## config.mk

```make
export PLATFORM = sky130hd
export DESIGN_NAME = bbd_core
export DESIGN_NICKNAME = d
export VERILOG_FILES = /design/src/hw/bbd_pkg.sv /design/src/hw/bbd_core.sv /design/src/hw/bbd_ret_stack.sv
export SDC_FILE = /design/constraint.sdc
export NUM_CORES = 1
export LEC_CHECK = 0
export BUFFER_PORTS_ARGS = -buffer_cell sky130_fd_sc_hd__buf_4
export CORE_UTILIZATION = 35
export DETAILED_ROUTE_END_ITERATION = 10
export MAX_ROUTING_LAYER = met4
export SLEW_MARGIN = 20
export SYNTH_ARGS = -nofsm -noshare
export SYNTH_HDL_FRONTEND = slang
export SYNTH_HIERARCHICAL = 1
export SYNTH_SLANG_ARGS = --single-unit
```

## constraint.sdc

```tcl
create_clock -name clk_i -period 3.99 [get_ports clk_i]
set_input_delay 0.1995 -clock clk_i [delete_from_list [all_inputs] [get_ports clk_i]]
set_output_delay 0.1995 -clock clk_i [all_outputs]
set_load 0.1 [all_outputs]
```

## src/hw/bbd_pkg.sv

```systemverilog
// Shared constants and types for the branch, bit and control decoder
package bbd_pkg;

    // ==========================================================
    // Widths and opcode fields
    localparam int PC_W = 12;
    localparam int STACK_DEPTH = 6;
    localparam logic [11:0] PC_RESET = 12'h000;
    localparam logic [11:0] PC_ONE = 12'h001;
    localparam logic [11:0] PC_TWO = 12'h002;
    localparam logic [11:0] PC_THREE = 12'h003;
    localparam logic [3:0] LO_CALL = 4'h1;
    localparam logic [3:0] LO_JUMP = 4'h9;
    localparam logic [3:0] LO_BTEST = 4'h3;
    localparam logic [3:0] LO_BITOP = 4'hb;
    localparam logic [3:0] LO_HOLE_A = 4'h5;
    localparam logic [3:0] LO_HOLE_B = 4'h7;
    localparam logic [1:0] CND_NONZERO = 2'h0;
    localparam logic [1:0] CND_NO_CARRY = 2'h1;
    localparam logic [1:0] CND_ZERO = 2'h2;
    localparam logic [1:0] CND_CARRY = 2'h3;

    // ==========================================================
    // Fixed opcodes
    localparam logic [7:0] OPC_NOP = 8'h04;
    localparam logic [7:0] OPC_SUB_EXIT = 8'hcd;
    localparam logic [7:0] OPC_INT_EXIT = 8'h4d;
    localparam logic [7:0] OPC_HALT = 8'h6d;
    localparam logic [7:0] OPC_IDLE = 8'hed;

    // ==========================================================
    // Last execute step of each class (cycles minus the fetch cycle)
    localparam logic [2:0] LAST_SHORT = 3'h1;
    localparam logic [2:0] LAST_LONG = 3'h3;
    localparam logic [2:0] LAST_BTEST = 3'h4;

    // ==========================================================
    // Types
    typedef struct packed {
        logic z;
        logic c;
    } bbd_flags_t;

    typedef struct packed {
        logic [7:0] addr;
        logic [7:0] wdata;
        logic we;
    } bbd_dm_req_t;

    typedef enum logic [3:0] {
        CL_BRANCH = 4'b0000,
        CL_BTEST = 4'b0001,
        CL_BITOP = 4'b0010,
        CL_JUMP = 4'b0011,
        CL_CALL = 4'b0100,
        CL_NOP = 4'b0101,
        CL_SUB_EXIT = 4'b0110,
        CL_INT_EXIT = 4'b0111,
        CL_HALT = 4'b1000,
        CL_IDLE = 4'b1001,
        CL_ILLEGAL = 4'b1010,
        CL_FOREIGN = 4'b1011
    } bbd_class_t;

    typedef enum logic [1:0] {
        ST_FETCH = 2'b00,
        ST_EXEC = 2'b01,
        ST_SLEEP = 2'b10,
        ST_EXT = 2'b11
    } bbd_state_t;

endpackage

```

## src/hw/bbd_core.sv

```systemverilog
// Decode and execute of branch, bit, control, long jump and call instructions
// Contract
// RL1: Flag branches are one byte, take two cycles, jump on C=1, C=0, Z=1 or Z=0, keep flags.
// RL2: Flag branches carry a 5-bit signed offset reaching -15 to +16 from the opcode.
// RL3: Bit-test branches are three bytes, five cycles, test one data byte bit, 8-bit offset.
// RL4: A bit-test branch copies the tested bit into carry and keeps zero.
// RL5: Bit instructions pick the bit with a 3-bit field held in the opcode.
// RL6: Bit set and clear reach any data bit, are two bytes, four cycles, keep flags.
// RL7: Software should not use bit set or clear on port data or partly read-only registers.
// RL8: No-op, both exits, halt and idle are one byte, two cycles; only interrupt exit sets flags.
// RL9: With the watchdog selected, halt is executed as idle.
// RL10: Long jump and call carry a 12-bit absolute address, two bytes, four cycles, keep flags.
// RL11: Low nibbles 0,2,4,6 decode as the four flag branches, 1 as call, and 04h as no-op.
// RL12: Low nibble 3 gives clear-test on even high nibbles, high-test on odd, bit order 0,4,2,6,1,5,3,7.
// RL13: Unused opcode positions decode as illegal, apart from every valid encoding.
// RL14: Call pushes the next address on the return stack and both exits restore the PC from it.
`timescale 1ns/10ps
`default_nettype none
module bbd_core
    import bbd_pkg::*;
(
    input wire logic clk_i,
    input wire logic rst_n_i,
    input wire logic [7:0] pm_data_i,
    input wire logic [7:0] dm_rdata_i,
    input wire logic wdog_sel_i,
    input wire logic wake_i,
    input wire logic ext_done_i,
    input wire logic [11:0] ext_pc_i,
    input wire bbd_flags_t interrupt_exit_instr_flags_i,
    output logic [11:0] pm_addr_o,
    output bbd_dm_req_t dm_req_o,
    output bbd_flags_t flags_o,
    output logic [7:0] opcode_o,
    output logic illegal_o,
    output logic halt_o,
    output logic idle_o,
    output logic foreign_o
);
    // ==========================================================
    // Decode
    function automatic bbd_class_t decode(input logic [7:0] op);
        bbd_class_t cls;
        cls = CL_FOREIGN;
        if (op == OPC_NOP) begin
            cls = CL_NOP; // [RL11]
        end else if (op == OPC_SUB_EXIT) begin
            cls = CL_SUB_EXIT;
        end else if (op == OPC_INT_EXIT) begin
            cls = CL_INT_EXIT;
        end else if (op == OPC_HALT) begin
            cls = CL_HALT;
        end else if (op == OPC_IDLE) begin
            cls = CL_IDLE;
        end else if (op[0] == 1'b0) begin
            cls = CL_BRANCH; // [RL11]
        end else if (op[3:0] == LO_CALL) begin
            cls = CL_CALL; // [RL11]
        end else if (op[3:0] == LO_JUMP) begin
            cls = CL_JUMP;
        end else if (op[3:0] == LO_BTEST) begin
            cls = CL_BTEST; // [RL12]
        end else if (op[3:0] == LO_BITOP) begin
            cls = CL_BITOP;
        end else if ((op[3:0] == LO_HOLE_A && op[4] == 1'b0)
                     || (op[3:0] == LO_HOLE_B && (op[7:4] == 4'h7 || op[7:4] == 4'h9
                                                  || op[7:4] == 4'hf))) begin
            cls = CL_ILLEGAL; // [RL13]
        end
        return cls;
    endfunction

    function automatic logic [2:0] last_step(input bbd_class_t cls);
        logic [2:0] n;
        case (cls)
            CL_BTEST: n = LAST_BTEST;
            CL_BITOP, CL_JUMP, CL_CALL: n = LAST_LONG;
            default: n = LAST_SHORT;
        endcase
        return n;
    endfunction

    // ==========================================================
    // State
    bbd_state_t state, next_state;
    bbd_class_t cls, next_cls;
    logic [11:0] pc, next_pc;
    logic [11:0] pm_addr, next_pm_addr;
    logic [2:0] step, next_step;
    logic [7:0] opcode, next_opcode;
    logic [7:0] op1, next_op1;
    logic [7:0] op2, next_op2;
    logic [7:0] rbyte, next_rbyte;
    bbd_flags_t flags, next_flags;
    bbd_dm_req_t dm_req, next_dm_req;
    logic illegal, next_illegal;
    logic halt, next_halt;
    logic idle, next_idle;
    logic foreign, next_foreign;

    logic push, pop;
    logic [11:0] stk_top;
    bbd_class_t fetch_cls;
    logic [2:0] bitsel;
    logic cond_ok;
    logic bit_val;
    logic [11:0] pc_plus2;
    logic [11:0] br_target;
    logic [11:0] bt_target;
    logic final_step;

    assign fetch_cls = decode(pm_data_i);
    // Bit number is the high-nibble pair index, reversed
    assign bitsel = {opcode[5], opcode[6], opcode[7]}; // [RL5] [RL12]
    assign bit_val = rbyte[bitsel];
    assign pc_plus2 = pc + PC_TWO;
    assign br_target = pc + PC_ONE + {{7{opcode[7]}}, opcode[7:3]}; // [RL2]
    assign bt_target = pc + PC_TWO + {{4{op2[7]}}, op2}; // [RL3]
    assign final_step = (state == ST_EXEC) && (step == last_step(cls));

    always_comb begin
        case (opcode[2:1])
            CND_NONZERO: cond_ok = !flags.z;
            CND_NO_CARRY: cond_ok = !flags.c;
            CND_ZERO: cond_ok = flags.z;
            CND_CARRY: cond_ok = flags.c;
            default: cond_ok = 1'b0;
        endcase
    end

    // ==========================================================
    // Sequencer
    always_comb begin
        next_state = state;
        next_cls = cls;
        next_pc = pc;
        next_pm_addr = pm_addr;
        next_step = step;
        next_opcode = opcode;
        next_op1 = op1;
        next_op2 = op2;
        next_rbyte = rbyte;
        next_flags = flags;
        next_dm_req = dm_req;
        next_dm_req.we = 1'b0;
        next_illegal = 1'b0;
        next_halt = 1'b0;
        next_idle = 1'b0;
        next_foreign = 1'b0;
        push = 1'b0;
        pop = 1'b0;
        case (state)
            ST_FETCH: begin
                next_opcode = pm_data_i;
                next_cls = fetch_cls;
                next_step = 3'h1;
                next_pm_addr = pc + PC_ONE;
                if (fetch_cls == CL_FOREIGN) begin
                    // Other decoders own this opcode; wait for their new PC
                    next_foreign = 1'b1;
                    next_state = ST_EXT;
                end else begin
                    next_illegal = (fetch_cls == CL_ILLEGAL); // [RL13]
                    next_state = ST_EXEC;
                end
            end
            ST_EXEC: begin
                next_step = step + 3'h1;
                if (step == 3'h1) begin
                    next_op1 = pm_data_i;
                    next_pm_addr = pc + PC_TWO;
                    next_dm_req.addr = pm_data_i; // [RL6]
                end
                if (step == 3'h2) begin
                    next_op2 = pm_data_i;
                    next_rbyte = dm_rdata_i;
                end
                if (final_step) begin
                    next_state = ST_FETCH;
                    next_pc = pc + PC_ONE;
                    case (cls)
                        CL_BRANCH: next_pc = cond_ok ? br_target : pc + PC_ONE; // [RL1]
                        CL_BTEST: begin
                            next_flags.c = bit_val; // [RL4]
                            next_pc = (bit_val == opcode[4]) ? bt_target : pc + PC_THREE; // [RL3]
                        end
                        CL_BITOP: begin
                            // Whole byte is rewritten, so volatile bits get the read value
                            next_dm_req.wdata = rbyte; // [RL7]
                            next_dm_req.wdata[bitsel] = opcode[4]; // [RL6]
                            next_dm_req.we = 1'b1;
                            next_pc = pc_plus2;
                        end
                        CL_JUMP: next_pc = {opcode[7:4], op1}; // [RL10]
                        CL_CALL: begin
                            push = 1'b1; // [RL14]
                            next_pc = {opcode[7:4], op1}; // [RL10]
                        end
                        CL_SUB_EXIT: begin
                            pop = 1'b1; // [RL14]
                            next_pc = stk_top;
                        end
                        CL_INT_EXIT: begin
                            pop = 1'b1; // [RL14]
                            next_pc = stk_top;
                            next_flags = interrupt_exit_instr_flags_i; // [RL8]
                        end
                        CL_HALT: begin
                            next_halt = !wdog_sel_i; // [RL9]
                            next_idle = wdog_sel_i; // [RL9]
                            next_state = ST_SLEEP;
                        end
                        CL_IDLE: begin
                            next_idle = 1'b1;
                            next_state = ST_SLEEP;
                        end
                        default: next_pc = pc + PC_ONE;
                    endcase
                    next_pm_addr = next_pc;
                end
            end
            ST_SLEEP: next_state = wake_i ? ST_FETCH : ST_SLEEP;
            ST_EXT: begin
                if (ext_done_i) begin
                    next_pc = ext_pc_i;
                    next_pm_addr = ext_pc_i;
                    next_state = ST_FETCH;
                end
            end
            default: next_state = ST_FETCH;
        endcase
    end

    always_ff @(posedge clk_i) begin
        if (!rst_n_i) begin
            state <= ST_FETCH;
            cls <= CL_NOP;
            pc <= PC_RESET;
            pm_addr <= PC_RESET;
            step <= 3'h0;
            opcode <= 8'h00;
            op1 <= 8'h00;
            op2 <= 8'h00;
            rbyte <= 8'h00;
            flags <= '0;
            dm_req <= '0;
            illegal <= 1'b0;
            halt <= 1'b0;
            idle <= 1'b0;
            foreign <= 1'b0;
        end else begin
            state <= next_state;
            cls <= next_cls;
            pc <= next_pc;
            pm_addr <= next_pm_addr;
            step <= next_step;
            opcode <= next_opcode;
            op1 <= next_op1;
            op2 <= next_op2;
            rbyte <= next_rbyte;
            flags <= next_flags;
            dm_req <= next_dm_req;
            illegal <= next_illegal;
            halt <= next_halt;
            idle <= next_idle;
            foreign <= next_foreign;
        end
    end

    bbd_ret_stack #(
        .DEPTH(STACK_DEPTH),
        .W(PC_W)
    ) u_stack (
        .clk_i(clk_i),
        .rst_n_i(rst_n_i),
        .push_i(push),
        .pop_i(pop),
        .data_i(pc_plus2),
        .top_o(stk_top)
    );

    assign pm_addr_o = pm_addr;
    assign dm_req_o = dm_req;
    assign flags_o = flags;
    assign opcode_o = opcode;
    assign illegal_o = illegal;
    assign halt_o = halt;
    assign idle_o = idle;
    assign foreign_o = foreign;

    // ==========================================================
    // Checks
    logic [11:0] pc_hist;
    logic [11:0] pc_delta;
    always_ff @(posedge clk_i) begin
        pc_hist <= pc;
    end
    assign pc_delta = pc - pc_hist;

    a_branch_two: assert property (@(posedge clk_i) disable iff (!rst_n_i) // [RL1]
        (state == ST_FETCH && fetch_cls == CL_BRANCH) |=> (state == ST_EXEC)
            ##1 (state == ST_FETCH && $stable(flags)))
        else $error("flag branch not two cycles or flags moved");
    // Delta is valid only one edge after the branch, before the history catches up
    a_branch_reach: assert property (@(posedge clk_i) disable iff (!rst_n_i) // [RL2]
        (final_step && cls == CL_BRANCH) |=>
            ($signed(pc_delta) >= -15 && $signed(pc_delta) <= 16))
        else $error("flag branch target out of reach");
    a_btest_five: assert property (@(posedge clk_i) disable iff (!rst_n_i) // [RL3]
        (state == ST_FETCH && fetch_cls == CL_BTEST) |=> (state == ST_EXEC) [*4]
            ##1 (state == ST_FETCH))
        else $error("bit-test branch not five cycles");
    a_btest_carry: assert property (@(posedge clk_i) disable iff (!rst_n_i) // [RL4]
        (final_step && cls == CL_BTEST) |=>
            (flags.c == $past(bit_val) && flags.z == $past(flags.z)))
        else $error("tested bit not in carry or zero moved");
    a_bitop_write: assert property (@(posedge clk_i) disable iff (!rst_n_i) // [RL6]
        (state == ST_FETCH && fetch_cls == CL_BITOP) |=> ##3
            (dm_req.we && dm_req.wdata[bitsel] == opcode[4] && $stable(flags)))
        else $error("bit set or clear write wrong or late");
    a_ctrl_flags: assert property (@(posedge clk_i) disable iff (!rst_n_i) // [RL8]
        (final_step && (cls == CL_NOP || cls == CL_SUB_EXIT || cls == CL_HALT
                        || cls == CL_IDLE)) |=> $stable(flags))
        else $error("control instruction changed flags");
    a_halt_idle: assert property (@(posedge clk_i) disable iff (!rst_n_i) // [RL9]
        (final_step && cls == CL_HALT && wdog_sel_i) |=> (idle_o && !halt_o))
        else $error("halt not turned into idle under watchdog");
    a_jump_abs: assert property (@(posedge clk_i) disable iff (!rst_n_i) // [RL10]
        (final_step && (cls == CL_JUMP || cls == CL_CALL)) |=>
            (pc == {opcode[7:4], op1} && pm_addr_o == pc))
        else $error("long jump target wrong");
    a_illegal_flag: assert property (@(posedge clk_i) disable iff (!rst_n_i) // [RL13]
        (state == ST_FETCH && pm_data_i == 8'h05) |=> illegal_o ##1 !illegal_o)
        else $error("unused opcode not flagged");
    a_call_return: assert property (@(posedge clk_i) disable iff (!rst_n_i) // [RL14]
        (final_step && cls == CL_CALL) |=> (stk_top == $past(pc_plus2)))
        else $error("call did not save the return address");
endmodule
`default_nettype wire

```

## src/hw/bbd_ret_stack.sv

```systemverilog
// Hardware return stack for subroutine and interrupt exits
`timescale 1ns/10ps
`default_nettype none
module bbd_ret_stack #(
    parameter int DEPTH = 6,
    parameter int W = 12
) (
    input wire logic clk_i,
    input wire logic rst_n_i,
    input wire logic push_i,
    input wire logic pop_i,
    input wire logic [W-1:0] data_i,
    output logic [W-1:0] top_o
);
    // ==========================================================
    // Storage and pointer
    localparam int SP_W = $clog2(DEPTH + 1);
    localparam logic [SP_W-1:0] SP_ONE = SP_W'(1);
    localparam logic [SP_W-1:0] SP_LAST = SP_W'(DEPTH - 1);

    logic [W-1:0] mem [DEPTH];
    logic [SP_W-1:0] sp;
    logic [SP_W-1:0] next_sp;
    logic [SP_W-1:0] top_idx;

    // Overflow wraps onto the oldest entry, as software nests too deep
    always_comb begin
        next_sp = sp;
        if (push_i) begin
            next_sp = (sp == SP_LAST) ? '0 : sp + SP_ONE;
        end else if (pop_i) begin
            next_sp = (sp == '0) ? SP_LAST : sp - SP_ONE;
        end
    end

    assign top_idx = (sp == '0) ? SP_LAST : sp - SP_ONE;
    assign top_o = mem[top_idx];

    always_ff @(posedge clk_i) begin
        if (!rst_n_i) begin
            sp <= '0;
        end else begin
            sp <= next_sp;
        end
    end

    always_ff @(posedge clk_i) begin
        if (push_i) begin
            mem[sp] <= data_i;
        end
    end
endmodule
`default_nettype wire
```

After elaboration in Yosys (flattened, before gate mapping)
Memory sizes are Yosys's and may differ from the RTL's. Index checks and enable logic that the tools add are counted.

Magnitude comparators: 2. Equal/unequal tests: 38. Reductions and logical operators: 35. Muxes and demuxes: 50. $add $sub $neg: 8. Bitwise operators: 3.

Operators by type and width (number): 12-bit 2-to-1 mux (6); 12-bit one-hot mux with 5 select lines (1); 4-bit 2-to-1 mux (10); 12-bit one-hot mux with 3 select lines (1); 4-bit equality test (second input constant) (8); 12-bit adder (2); 12-bit by 2-bit adder with 12-bit output (second input constant) (2); 4-bit by 3-bit equality test with 1-bit output (second input constant) (6); 12-bit one-hot mux with 2 select lines (1); 3-bit AND reduction (6); 8-bit by 7-bit equality test with 1-bit output (second input constant) (2); 8-bit equality test (second input constant) (2); 1-bit 2-to-1 mux (13); 12-bit by 1-bit adder with 12-bit output (second input constant) (1); 4-bit by 2-bit equality test with 1-bit output (second input constant) (3); 3-bit 2-to-1 mux (4); 3-bit one-hot mux with 2 select lines (2); 2-bit 2-to-1 mux (5); 8-bit bitwise mux (1); 2-bit equality test (second input constant) (4); 4-bit by 1-bit equality test with 1-bit output (second input constant) (2); 8-bit by 3-bit equality test with 1-bit output (second input constant) (1); 2-bit one-hot mux with 4 select lines (1); 2-bit AND reduction (4); 28 further kinds (48).

Word-level logic and storage cells: 155. Memories: 1. Input port bits: 35. Bits in writable memories: 72. Register bits after elaboration: 83.

Memories: u_stack.mem (depth 6, width 12, rd ports 1, clocked after Yosys merged registers in 0, wr ports 1, line bbd_ret_stack.sv:21) `logic [W-1:0] mem [DEPTH];`.

Logic depth before layout (Yosys ltp)
Gate-level depths: netlist (run 1).

Word-level depth: 19. Mapped depth: 18.

Modules after synthesis
Netlist (run 1), hierarchy kept.

By module, submodules not included: bbd_core (cells each 840, area each 6319.8 sq um, times used 1, seq. area each 1601.5 sq um); bbd_ret_stack (cells each 205, area each 3319.4 sq um, times used 1, seq. area each 2222.1 sq um).

Worst setup path before layout (run 1)
OpenSTA, ideal clock, no wires.

Path type: reg-to-reg. From: register opcode[4], in the netlist opcode_o[4]. To: register pm_addr[10], in the netlist pm_addr_o[10]. Path buffers: 0. Data arrival time: 3.684 ns. Required time: 3.915 ns. Cell stages (with the launch flop): 12. Setup slack: 0.231 ns. Cell sequence: dfxtp_1 clkinv_1 fa_1 nor2b_1 o21a_1 o31ai_1 a21oi_1 a21oi_1 mux2_2 o311ai_0 a22oi_1 a31oi_1.

Word-level cells in the longest chain between the ends: 5.

RTL lines: start: declaration (line bbd_core.sv:90) `logic [7:0] opcode, next_opcode;`; start signal: assignment (line bbd_core.sv:257) `opcode <= next_opcode;`; 12-bit adder or 1-bit equality test (tied branches) (line bbd_core.sv:117, bbd_core.sv:185); 12-bit 2-to-1 mux, on equally long branches (line bbd_core.sv:182, bbd_core.sv:185); 12-bit one-hot mux with 5 select lines (*) (line bbd_core.sv:181) `case (cls)`; 12-bit 2-to-1 mux (*) (line bbd_core.sv:178) `if (final_step) begin`; 12-bit one-hot mux with 3 select lines (*) (line bbd_core.sv:152) `case (state)`; end signal: assignment (line bbd_core.sv:255) `pm_addr <= next_pm_addr;`; end: declaration (line bbd_core.sv:88) `logic [11:0] pm_addr, next_pm_addr;`.

Mark *: on every way between the ends. The rest lies on a longest branch, timed or not. A chain may end at the register's enable or synchronous reset.

Final worst setup path (run 1)
From: register pc[2]. To: register pc[11].

Word-level cells in the longest chain between the ends: 6.

RTL lines: start: declaration (line bbd_core.sv:87) `logic [11:0] pc, next_pc;`; start signal: assignment (line bbd_core.sv:254) `pc <= next_pc;`; 12-bit by 2-bit adder with 12-bit output or 12-bit by 1-bit adder with 12-bit output (tied branches); 12-bit adder, on equally long branches (line bbd_core.sv:118, bbd_core.sv:117); 12-bit 2-to-1 mux, on equally long branches (line bbd_core.sv:185, bbd_core.sv:182); 12-bit one-hot mux with 5 select lines (*) (line bbd_core.sv:181); 12-bit 2-to-1 mux (*) (line bbd_core.sv:178); 12-bit one-hot mux with 2 select lines (*) (line bbd_core.sv:152).

Mark *: on every way between the ends. The rest lies on a longest branch, timed or not. The select of a mux whose other input is x is not followed.

==> impl_metrics.env, run 1 <==
export IMPL_power_share_switching=0.3499
export IMPL_required_ns=4.31
export IMPL_vias_per_cell=5.787
export IMPL_rsz0062_at_grt="no"
export IMPL_track_usage=0.2329
export IMPL_synth_edff_count=72
export IMPL_slowest_stage="dfxtp_1"
export IMPL_synth_main_ff_cell="dfxtp_1"
export IMPL_syn_to_final_growth_pct=17.61
export IMPL_die_h_um=168.0
export IMPL_drt_iter0_drc=789
export IMPL_dp_hpwl_mm=23.22
export IMPL_grt_pass1_wl_mm=48.32
export IMPL_hold_ws_ns=0.02615
export IMPL_p_seq_frac=0.398
export IMPL_p_leak_nw=4.359
export IMPL_cp_cell_sequence="ha_1, nand2_1, nor2_1, xor2_1, ha_1, o21a_1, and3_1, a2111o_1, a221oi_1, xor2_1, nor2_1, or3b_1, o221ai_2, o21ai_1"
export IMPL_clk_path_buf_depth=2
export IMPL_fin_crit_sh=0.9354
export IMPL_p_comb_frac=0.273
export IMPL_p_per_area_mw_per_mm2=403.2
export IMPL_start_util=0.3577
export IMPL_cts_tree="built"
export IMPL_worst_slew_pin_slew_ns=0.8992
export IMPL_grt_antenna_before_repair=0
export IMPL_n_antenna_cell=0
export IMPL_p_sw_w=0.001600
export IMPL_cp_arrival_ns=4.05
export IMPL_cts_num_sinks=155
export IMPL_period_minus_slack_ns=3.732
export IMPL_drive_gt1_frac=0.1928
export IMPL_setup_viol_count_final=0
export IMPL_fin_skew_ns=0.01792
export IMPL_io_buffer_count=77
export IMPL_first_pass_iters=7
export IMPL_dieWidth_um=168.0
export IMPL_synth_seq_cells=155
export IMPL_postRouteAntennaNets=0
export IMPL_async_flop_share=0
export IMPL_clkPwrFrac=0.330
export IMPL_finalHoldViolCount=0
export IMPL_status="complete, no violations"
export IMPL_clkLatencyLatePin_ns=0.43
export IMPL_via_count=8605
export IMPL_rows=60
export IMPL_clockRootBuffer="clkbuf_16"
export IMPL_wire_per_inst_um=21.24
export IMPL_finalSetupTns_ns=0
export IMPL_clk_pin_slew_ns=0.07
export IMPL_ioPinCount=78
export IMPL_grt_max_degree=85
export IMPL_avgSynthCellArea_um2=9.224
export IMPL_synth_distinct_cells=86
export IMPL_relSlewSlack=0.4005
export IMPL_slowest_delay_ns=0.50
export IMPL_max_freq_ghz=0.2679
export IMPL_cts_buffers_inserted=17
export IMPL_die_area_mm2=0.02821
export IMPL_syn_inst=1045
export IMPL_grt_pass1_vias=8312
export IMPL_grt_overflow=0
export IMPL_endpoint_kind="register"
export IMPL_netlist_area_mm2=0.009639
export IMPL_drv_cap=0
export IMPL_internal_power_w=0.002972
export IMPL_yosysWarnings=6
export IMPL_route_detailed_drc=0
export IMPL_hold_path_class="input port to register"
export IMPL_slew_viol_final=0
export IMPL_design_core_area_mm2=0.02695
export IMPL_cp_start_kind="register"
export IMPL_fin_nets=1204
export IMPL_peakVddDrop_mv=0.2312
export IMPL_yosysSeqAreaShare=0.3967
export IMPL_crit_type="register to register"
export IMPL_syn_nets=1116
export IMPL_globalplace_congestion=0.9444
export IMPL_htree_num_levels=4
export IMPL_worst_path_max_fanout=9
export IMPL_routed_wl_mm=31.58
metrics by stage:
step	area, um2	total power [W]	setup slack [ns]	utilization	cells
final	11340	0.004571	0.2577	0.4207	1487
after global placement	10790	0.003074	0.3496	0.4004	1454
after CTS	11340	0.004577	0.2551	0.4206	1487
after global routing	11340	0.004743	0.02645	0.4207	1487
after detailed placement	10790	0.003078	0.2639	0.4004	1454
after floorplan	9639	0.002678	0.2310	-	1045
flip-flops by register name, summed over array words and instances, names as in the netlist, 3 cells and up:
signal       count
cls              4
rbyte            8
u_stack/sp       3
step             3
opcode_o         8
pm_addr_o       12
dm_req_o        17
pc              12
u_stack/mem     72
op2              8
synth_stat cells, types with 25 or more instances:
| master | instances | share of area |
|---|---|---|
| xnor2_1 | 27 | 0.025 |
| a21oi_1 | 56 | 0.029 |
| ha_1 | 34 | 0.044 |
| nor2b_1 | 27 | 0.018 |
| clkbuf_1 | 49 | 0.019 |
| edfxtp_1 | 72 | 0.22 |
| dfxtp_1 | 83 | 0.17 |
| a21boi_0 | 28 | 0.022 |
| nor2_1 | 70 | 0.027 |
| o21ai_0 | 50 | 0.026 |
| o211ai_1 | 25 | 0.019 |
| mux2i_1 | 25 | 0.026 |
| nand3_1 | 29 | 0.015 |
| nand2_1 | 131 | 0.051 |
repair_timing:
| action | CTS | global route |
|---|---|---|
| gates resized for setup | 0 | 1 |
| endpoints found under the setup margin | 0 | 3 |
| hold buffers | 1 | 0 |
| hold endpoints to repair | 2 | 0 |
| buffers inserted | 0 | 0 |
power groups by stage:
stage          clock network (W)  registers (W)  logic [W]
2_1_floorplan                  0        0.00204   0.000635
3_3_place_gp                   0        0.00185    0.00122
3_5_place_dp                   0        0.00185    0.00123
4_1_cts                  0.00153        0.00182    0.00123
5_1_grt                  0.00159        0.00182    0.00133
6_report                 0.00151        0.00182    0.00125
worst paths after layout:
check	startpoint	end	slack (ns)	depth (start not counted)
max reg2reg	pc[2]$_SDFFE_PN0P_	pc[11]$_SDFFE_PN0P_	0.26	14
min reg2reg	op2[5]$_SDFFE_PN0P_	op2[5]$_SDFFE_PN0P_	0.48	2
min	dm_rdata_i[5]	rbyte[5]$_SDFFE_PN0P_	0.03	3
max	pc[2]$_SDFFE_PN0P_	pc[11]$_SDFFE_PN0P_	0.26	14
logic make-up (layout without fill, tap and decap cells):
logic type      Yosys count  count (layout)  share of synthesized area
compound gates          310             310                     0.2307
xor+xnor                 46              46                    0.04180
fa+ha+maj                36              36                    0.04829
buf+inv                  95             196                    0.04504
flops                   155             155                     0.3967
mux                      48              48                    0.05517
simple gates            355             355                     0.1824
metal layers:
metal	wire, um	track usage	vias to the layer above	part of all wire
met5	0	-	-	0
met2	15170	0.3790	319	0.48
met4	1182	0.1061	0	0.037
li1	-	-	4046	-
met1	13610	0.2823	4164	0.43
met3	1618	0.03973	76	0.051
placed cells by master, fill, tap and decap left out, types with 12 or more instances in the layout:
cell type and n:
mux2_2 15, nor3_1 17, o211ai_1 25, xor2_1 19, nand3_1 29, nand2_1 131
a21boi_0 28, nand2b_1 15, a221oi_1 16, a21oi_1 56, nor2b_1 27, dfxtp_1 82
ha_1 34, xnor2_1 27, inv_1 18, buf_4 143, nor2_1 70, mux2i_1 25
edfxtp_1 72, a211oi_1 20, o21ai_0 50, a31oi_1 12, clkbuf_16 18
final cells by class:
class                           count  area (um2)
Clock buffer                       22       465.4
Clock inverter                     10       68.82
Fill cell                        2656       15610
Inverter                           20       75.07
Multi-Input combinational cell    795        5393
Sequential cell                   155        3825
Tap cell                          341       426.7
Timing Repair Buffer              144        1084
critical path: cells and delay by family (launching register included):
kind,cells,cell delay [ns]
DFF,1,0.50
adders and majority gates,2,0.59
xor gates and xnor gates,2,0.52
and+or+nand+nor,5,0.95
AOI/OAI and AO/OA,5,1.06
Power figures use the tool's default switching activity.
==> inputs of run 2 (changes only) <==
--- a/config.mk
+++ b/config.mk
@@ -5,9 +5,12 @@
 export SDC_FILE = /design/constraint.sdc
 export NUM_CORES = 1
 export LEC_CHECK = 0
+export ABC_AREA = 1
 export BUFFER_PORTS_ARGS = -buffer_cell sky130_fd_sc_hd__buf_4
+export CORE_MARGIN = 2
 export CORE_UTILIZATION = 35
 export DETAILED_ROUTE_END_ITERATION = 10
+export HOLD_SLACK_MARGIN = 0.15
 export MAX_ROUTING_LAYER = met4
 export SLEW_MARGIN = 20
 export SYNTH_ARGS = -nofsm -noshare
==> run 2 against run 1 <==
Via count is 4.7% higher. Clock-buffer cell count is 5 lower. Maximum frequency is 8.0% higher. Global-route usage is 0.43 points lower. Cell count is 15% higher. Sequential share of layout area is 0.57 points higher. Utilization is 0.58 points higher. First-iteration DRC count is 1.5% lower. Flip-flop and latch count stayed put. Register-to-register slack better by 0.28 ns. Critical path type unchanged. Largest power group unchanged.
==> impl_metrics.env, run 2 <==
export IMPL_drt_iter0_drc=777
export IMPL_cp_cell_sequence="ha_1, inv_1, nor2_1, xor2_1, inv_1, ha_1, nand2_1, o21a_1, nand2_1, a21oi_1, o21ai_0, a21oi_1, nand2_1, nand3_1, a21oi_1"
export IMPL_cts_tree="built"
export IMPL_worst_slew_pin_slew_ns=1.051
export IMPL_cp_start_kind="register"
export IMPL_dp_cells=1641
export IMPL_hold_path_cell_count=6
export IMPL_wire_per_inst_um=18.29
export IMPL_postCtsSetupRepairBufs=0
export IMPL_endpoint_kind="register"
export IMPL_via_count=9008
export IMPL_routed_wl_mm=31.17
export IMPL_status="complete, no violations"
export IMPL_clk_path_buf_depth=2
export IMPL_post_cts_resized=0
export IMPL_largest_register="u_stack/mem"
export IMPL_drv_cap=0
export IMPL_cp_arrival_ns=3.78
export IMPL_die_h_um=167.2
export IMPL_ioPinCount=78
export IMPL_slowest_delay_ns=0.57
export IMPL_yosys_top_cells_count="nand2_1 (273), nor2_1 (149), nand3_1 (137), inv_1 (116), a21oi_1 (90)"
export IMPL_syn_inst=1254
export IMPL_grt_max_degree=68
export IMPL_grt_pass1_wl_mm=47.88
export IMPL_clkLatencyLatePin_ns=0.44
export IMPL_synth_distinct_cells=44
export IMPL_die_area_mm2=0.02795
export IMPL_largest_reg_flops=72
export IMPL_fin_nets=1427
export IMPL_cts_num_sinks=155
export IMPL_grt_overflow=0
export IMPL_grt_pass1_vias=8590
export IMPL_route_detailed_drc=0
export IMPL_netlist_area_mm2=0.009320
export IMPL_syn_to_final_growth_pct=19.57
export IMPL_required_ns=4.31
export IMPL_worst_path_max_fanout=10
export IMPL_crit_type="register to register"
export IMPL_drive_gt1_frac=0.1300
export IMPL_yosys_area_top_type="edfxtp_1"
export IMPL_dp_hpwl_mm=22.63
export IMPL_vias_per_cell=5.286
export IMPL_io_buffer_count=77
export IMPL_first_pass_iters=6
export IMPL_final_cell_mix="nand2_1 (273), nor2_1 (149), nand3_1 (137), inv_1 (116), buf_4 (101)"
export IMPL_rr_worst_depth=15
export IMPL_clockRootBuffer="clkbuf_16"
export IMPL_syn_nets=1325
export IMPL_finalHoldViolCount=0
export IMPL_synth_main_ff_cell="dfxtp_1"
export IMPL_synth_edff_count=72
export IMPL_max_freq_ghz=0.2895
export IMPL_yosysTopAreaCellShare=0.2320
export IMPL_relSlewSlack=0.2965
export IMPL_grt_antenna_before_repair=0
export IMPL_hold_path_class="input port to register"
export IMPL_clk_pin_slew_ns=0.07
export IMPL_nFillCells=2727
export IMPL_hold_ws_ns=0.1824
export IMPL_async_flop_share=0
export IMPL_report_power_total_w=0.004935
export IMPL_design_core_area_mm2=0.02613
export IMPL_yosysWarnings=6
export IMPL_setup_viol_count_final=0
export IMPL_peakVddDrop_mv=0.2396
export IMPL_netlist_top_cells_area="edfxtp_1 (23%), dfxtp_1 (18%), nand2_1 (11%), nand3_1 (7.4%), nor2_1 (6.0%)"
export IMPL_yosysSeqAreaShare=0.4103
export IMPL_synth_most_common_cell="nand2_1"
export IMPL_avgSynthCellArea_um2=7.432
export IMPL_dieWidth_um=167.2
export IMPL_final_cells=1704
export IMPL_p_per_area_mw_per_mm2=442.8
export IMPL_period_minus_slack_ns=3.454
export IMPL_final_common_cell="nand2_1"
export IMPL_n_antenna_cell=0
export IMPL_finalSetupTns_ns=0
export IMPL_slowest_stage="dfxtp_1"
export IMPL_slew_viol_final=0
export IMPL_cts_buffers_inserted=17
export IMPL_track_usage=0.2286
export IMPL_synth_seq_cells=155
export IMPL_rows=59
export IMPL_globalplace_congestion=1.005
export IMPL_start_util=0.3567
export IMPL_rsz0062_at_grt="no"
export IMPL_fin_crit_sh=0.8658
export IMPL_ctsHoldBuffers=31
export IMPL_p_leak_nw=4.830
export IMPL_htree_num_levels=4
export IMPL_postRouteAntennaNets=0
export IMPL_fin_skew_ns=0.01543
## run 2: changes by cell type in the layout (fill, tap and decap cells not counted), sizes merged, moves of 21 or more
cell / change
inv: +116
mux2i: -25
nand3: +120
buf: -42
a21oi: +34
nor2: +85
xnor2: -21
nand2: +148
dlygate4sd3: +30
a21boi: -29
nor2b: -28
mux2: -21
o21ai: +48
## run 2: area by class of cell
| cell class | count | area, um2 | area share |
|---|---|---|---|
| clock buffer | 17 | 425.4 | 0.03817 |
| timing repair buffer | 132 | 1069 | 0.09588 |
| clock inverter | 15 | 173.9 | 0.01561 |
| inverter | 128 | 483.0 | 0.04334 |
| sequential | 155 | 3824 | 0.3431 |
| multi-input combinational | 922 | 4751 | 0.4263 |
| tap | 335 | 419.2 | 0.03761 |
## run 2: final timing paths
path	slack, ns	endpoint	start
setup / recovery	0.54	pm_addr_o[8]$_SDFFE_PN0P_	pc[1]$_SDFFE_PN0P_
hold / removal	0.18	state[1]$_SDFFE_PN0P_	wake_i
setup reg to reg	0.54	pm_addr_o[8]$_SDFFE_PN0P_	pc[1]$_SDFFE_PN0P_
hold reg to reg	0.49	flags_o[1]$_SDFFE_PN0P_	flags_o[1]$_SDFFE_PN0P_
## run 2: critical path: cells and delay by family (launching register included)
kind	cells	cell delay [ns]
AO/OA/AOI/OAI	5	0.78
XOR/XNOR	1	0.53
adder cells (fa/ha/maj)	2	0.69
buffers and inverters	2	0.23
flip-flops	1	0.57
AND/OR/NAND/NOR	5	0.54
## run 2: through the flow
step                utilization  worst slack [ns]  cell area, um2
detailed placement       0.3917            0.6936           10230
finish                   0.4265            0.5355           11140
global route             0.4265            0.3012           11140
floorplan                     -             1.176            9320
global placement         0.3917            0.6096           10230
CTS                      0.4265            0.6752           11140
## run 2: per-layer routing
metal  global-route usage  vias to the layer above  part of all wire
li1                     -                     4417                 -
met1               0.2985                     4193              0.45
met2               0.3619                      337              0.46
met3              0.03025                       61             0.061
met4              0.08847                        0             0.032
met5                    -                        -                 0
## run 2: kinds of logic after synthesis
group,Yosys count,share of synthesized area
xor+xnor,32,0.03007
fa+ha+maj,36,0.04994
compound gates,239,0.1414
buf+inv,177,0.08001
flops,155,0.4103
simple gates,615,0.2884
## run 2: power breakdown
group | switching, W | internal [W]
clock network | 0.000771 | 0.000897
logic | 0.00102 | 0.000395
registers | 0.0000937 | 0.00176
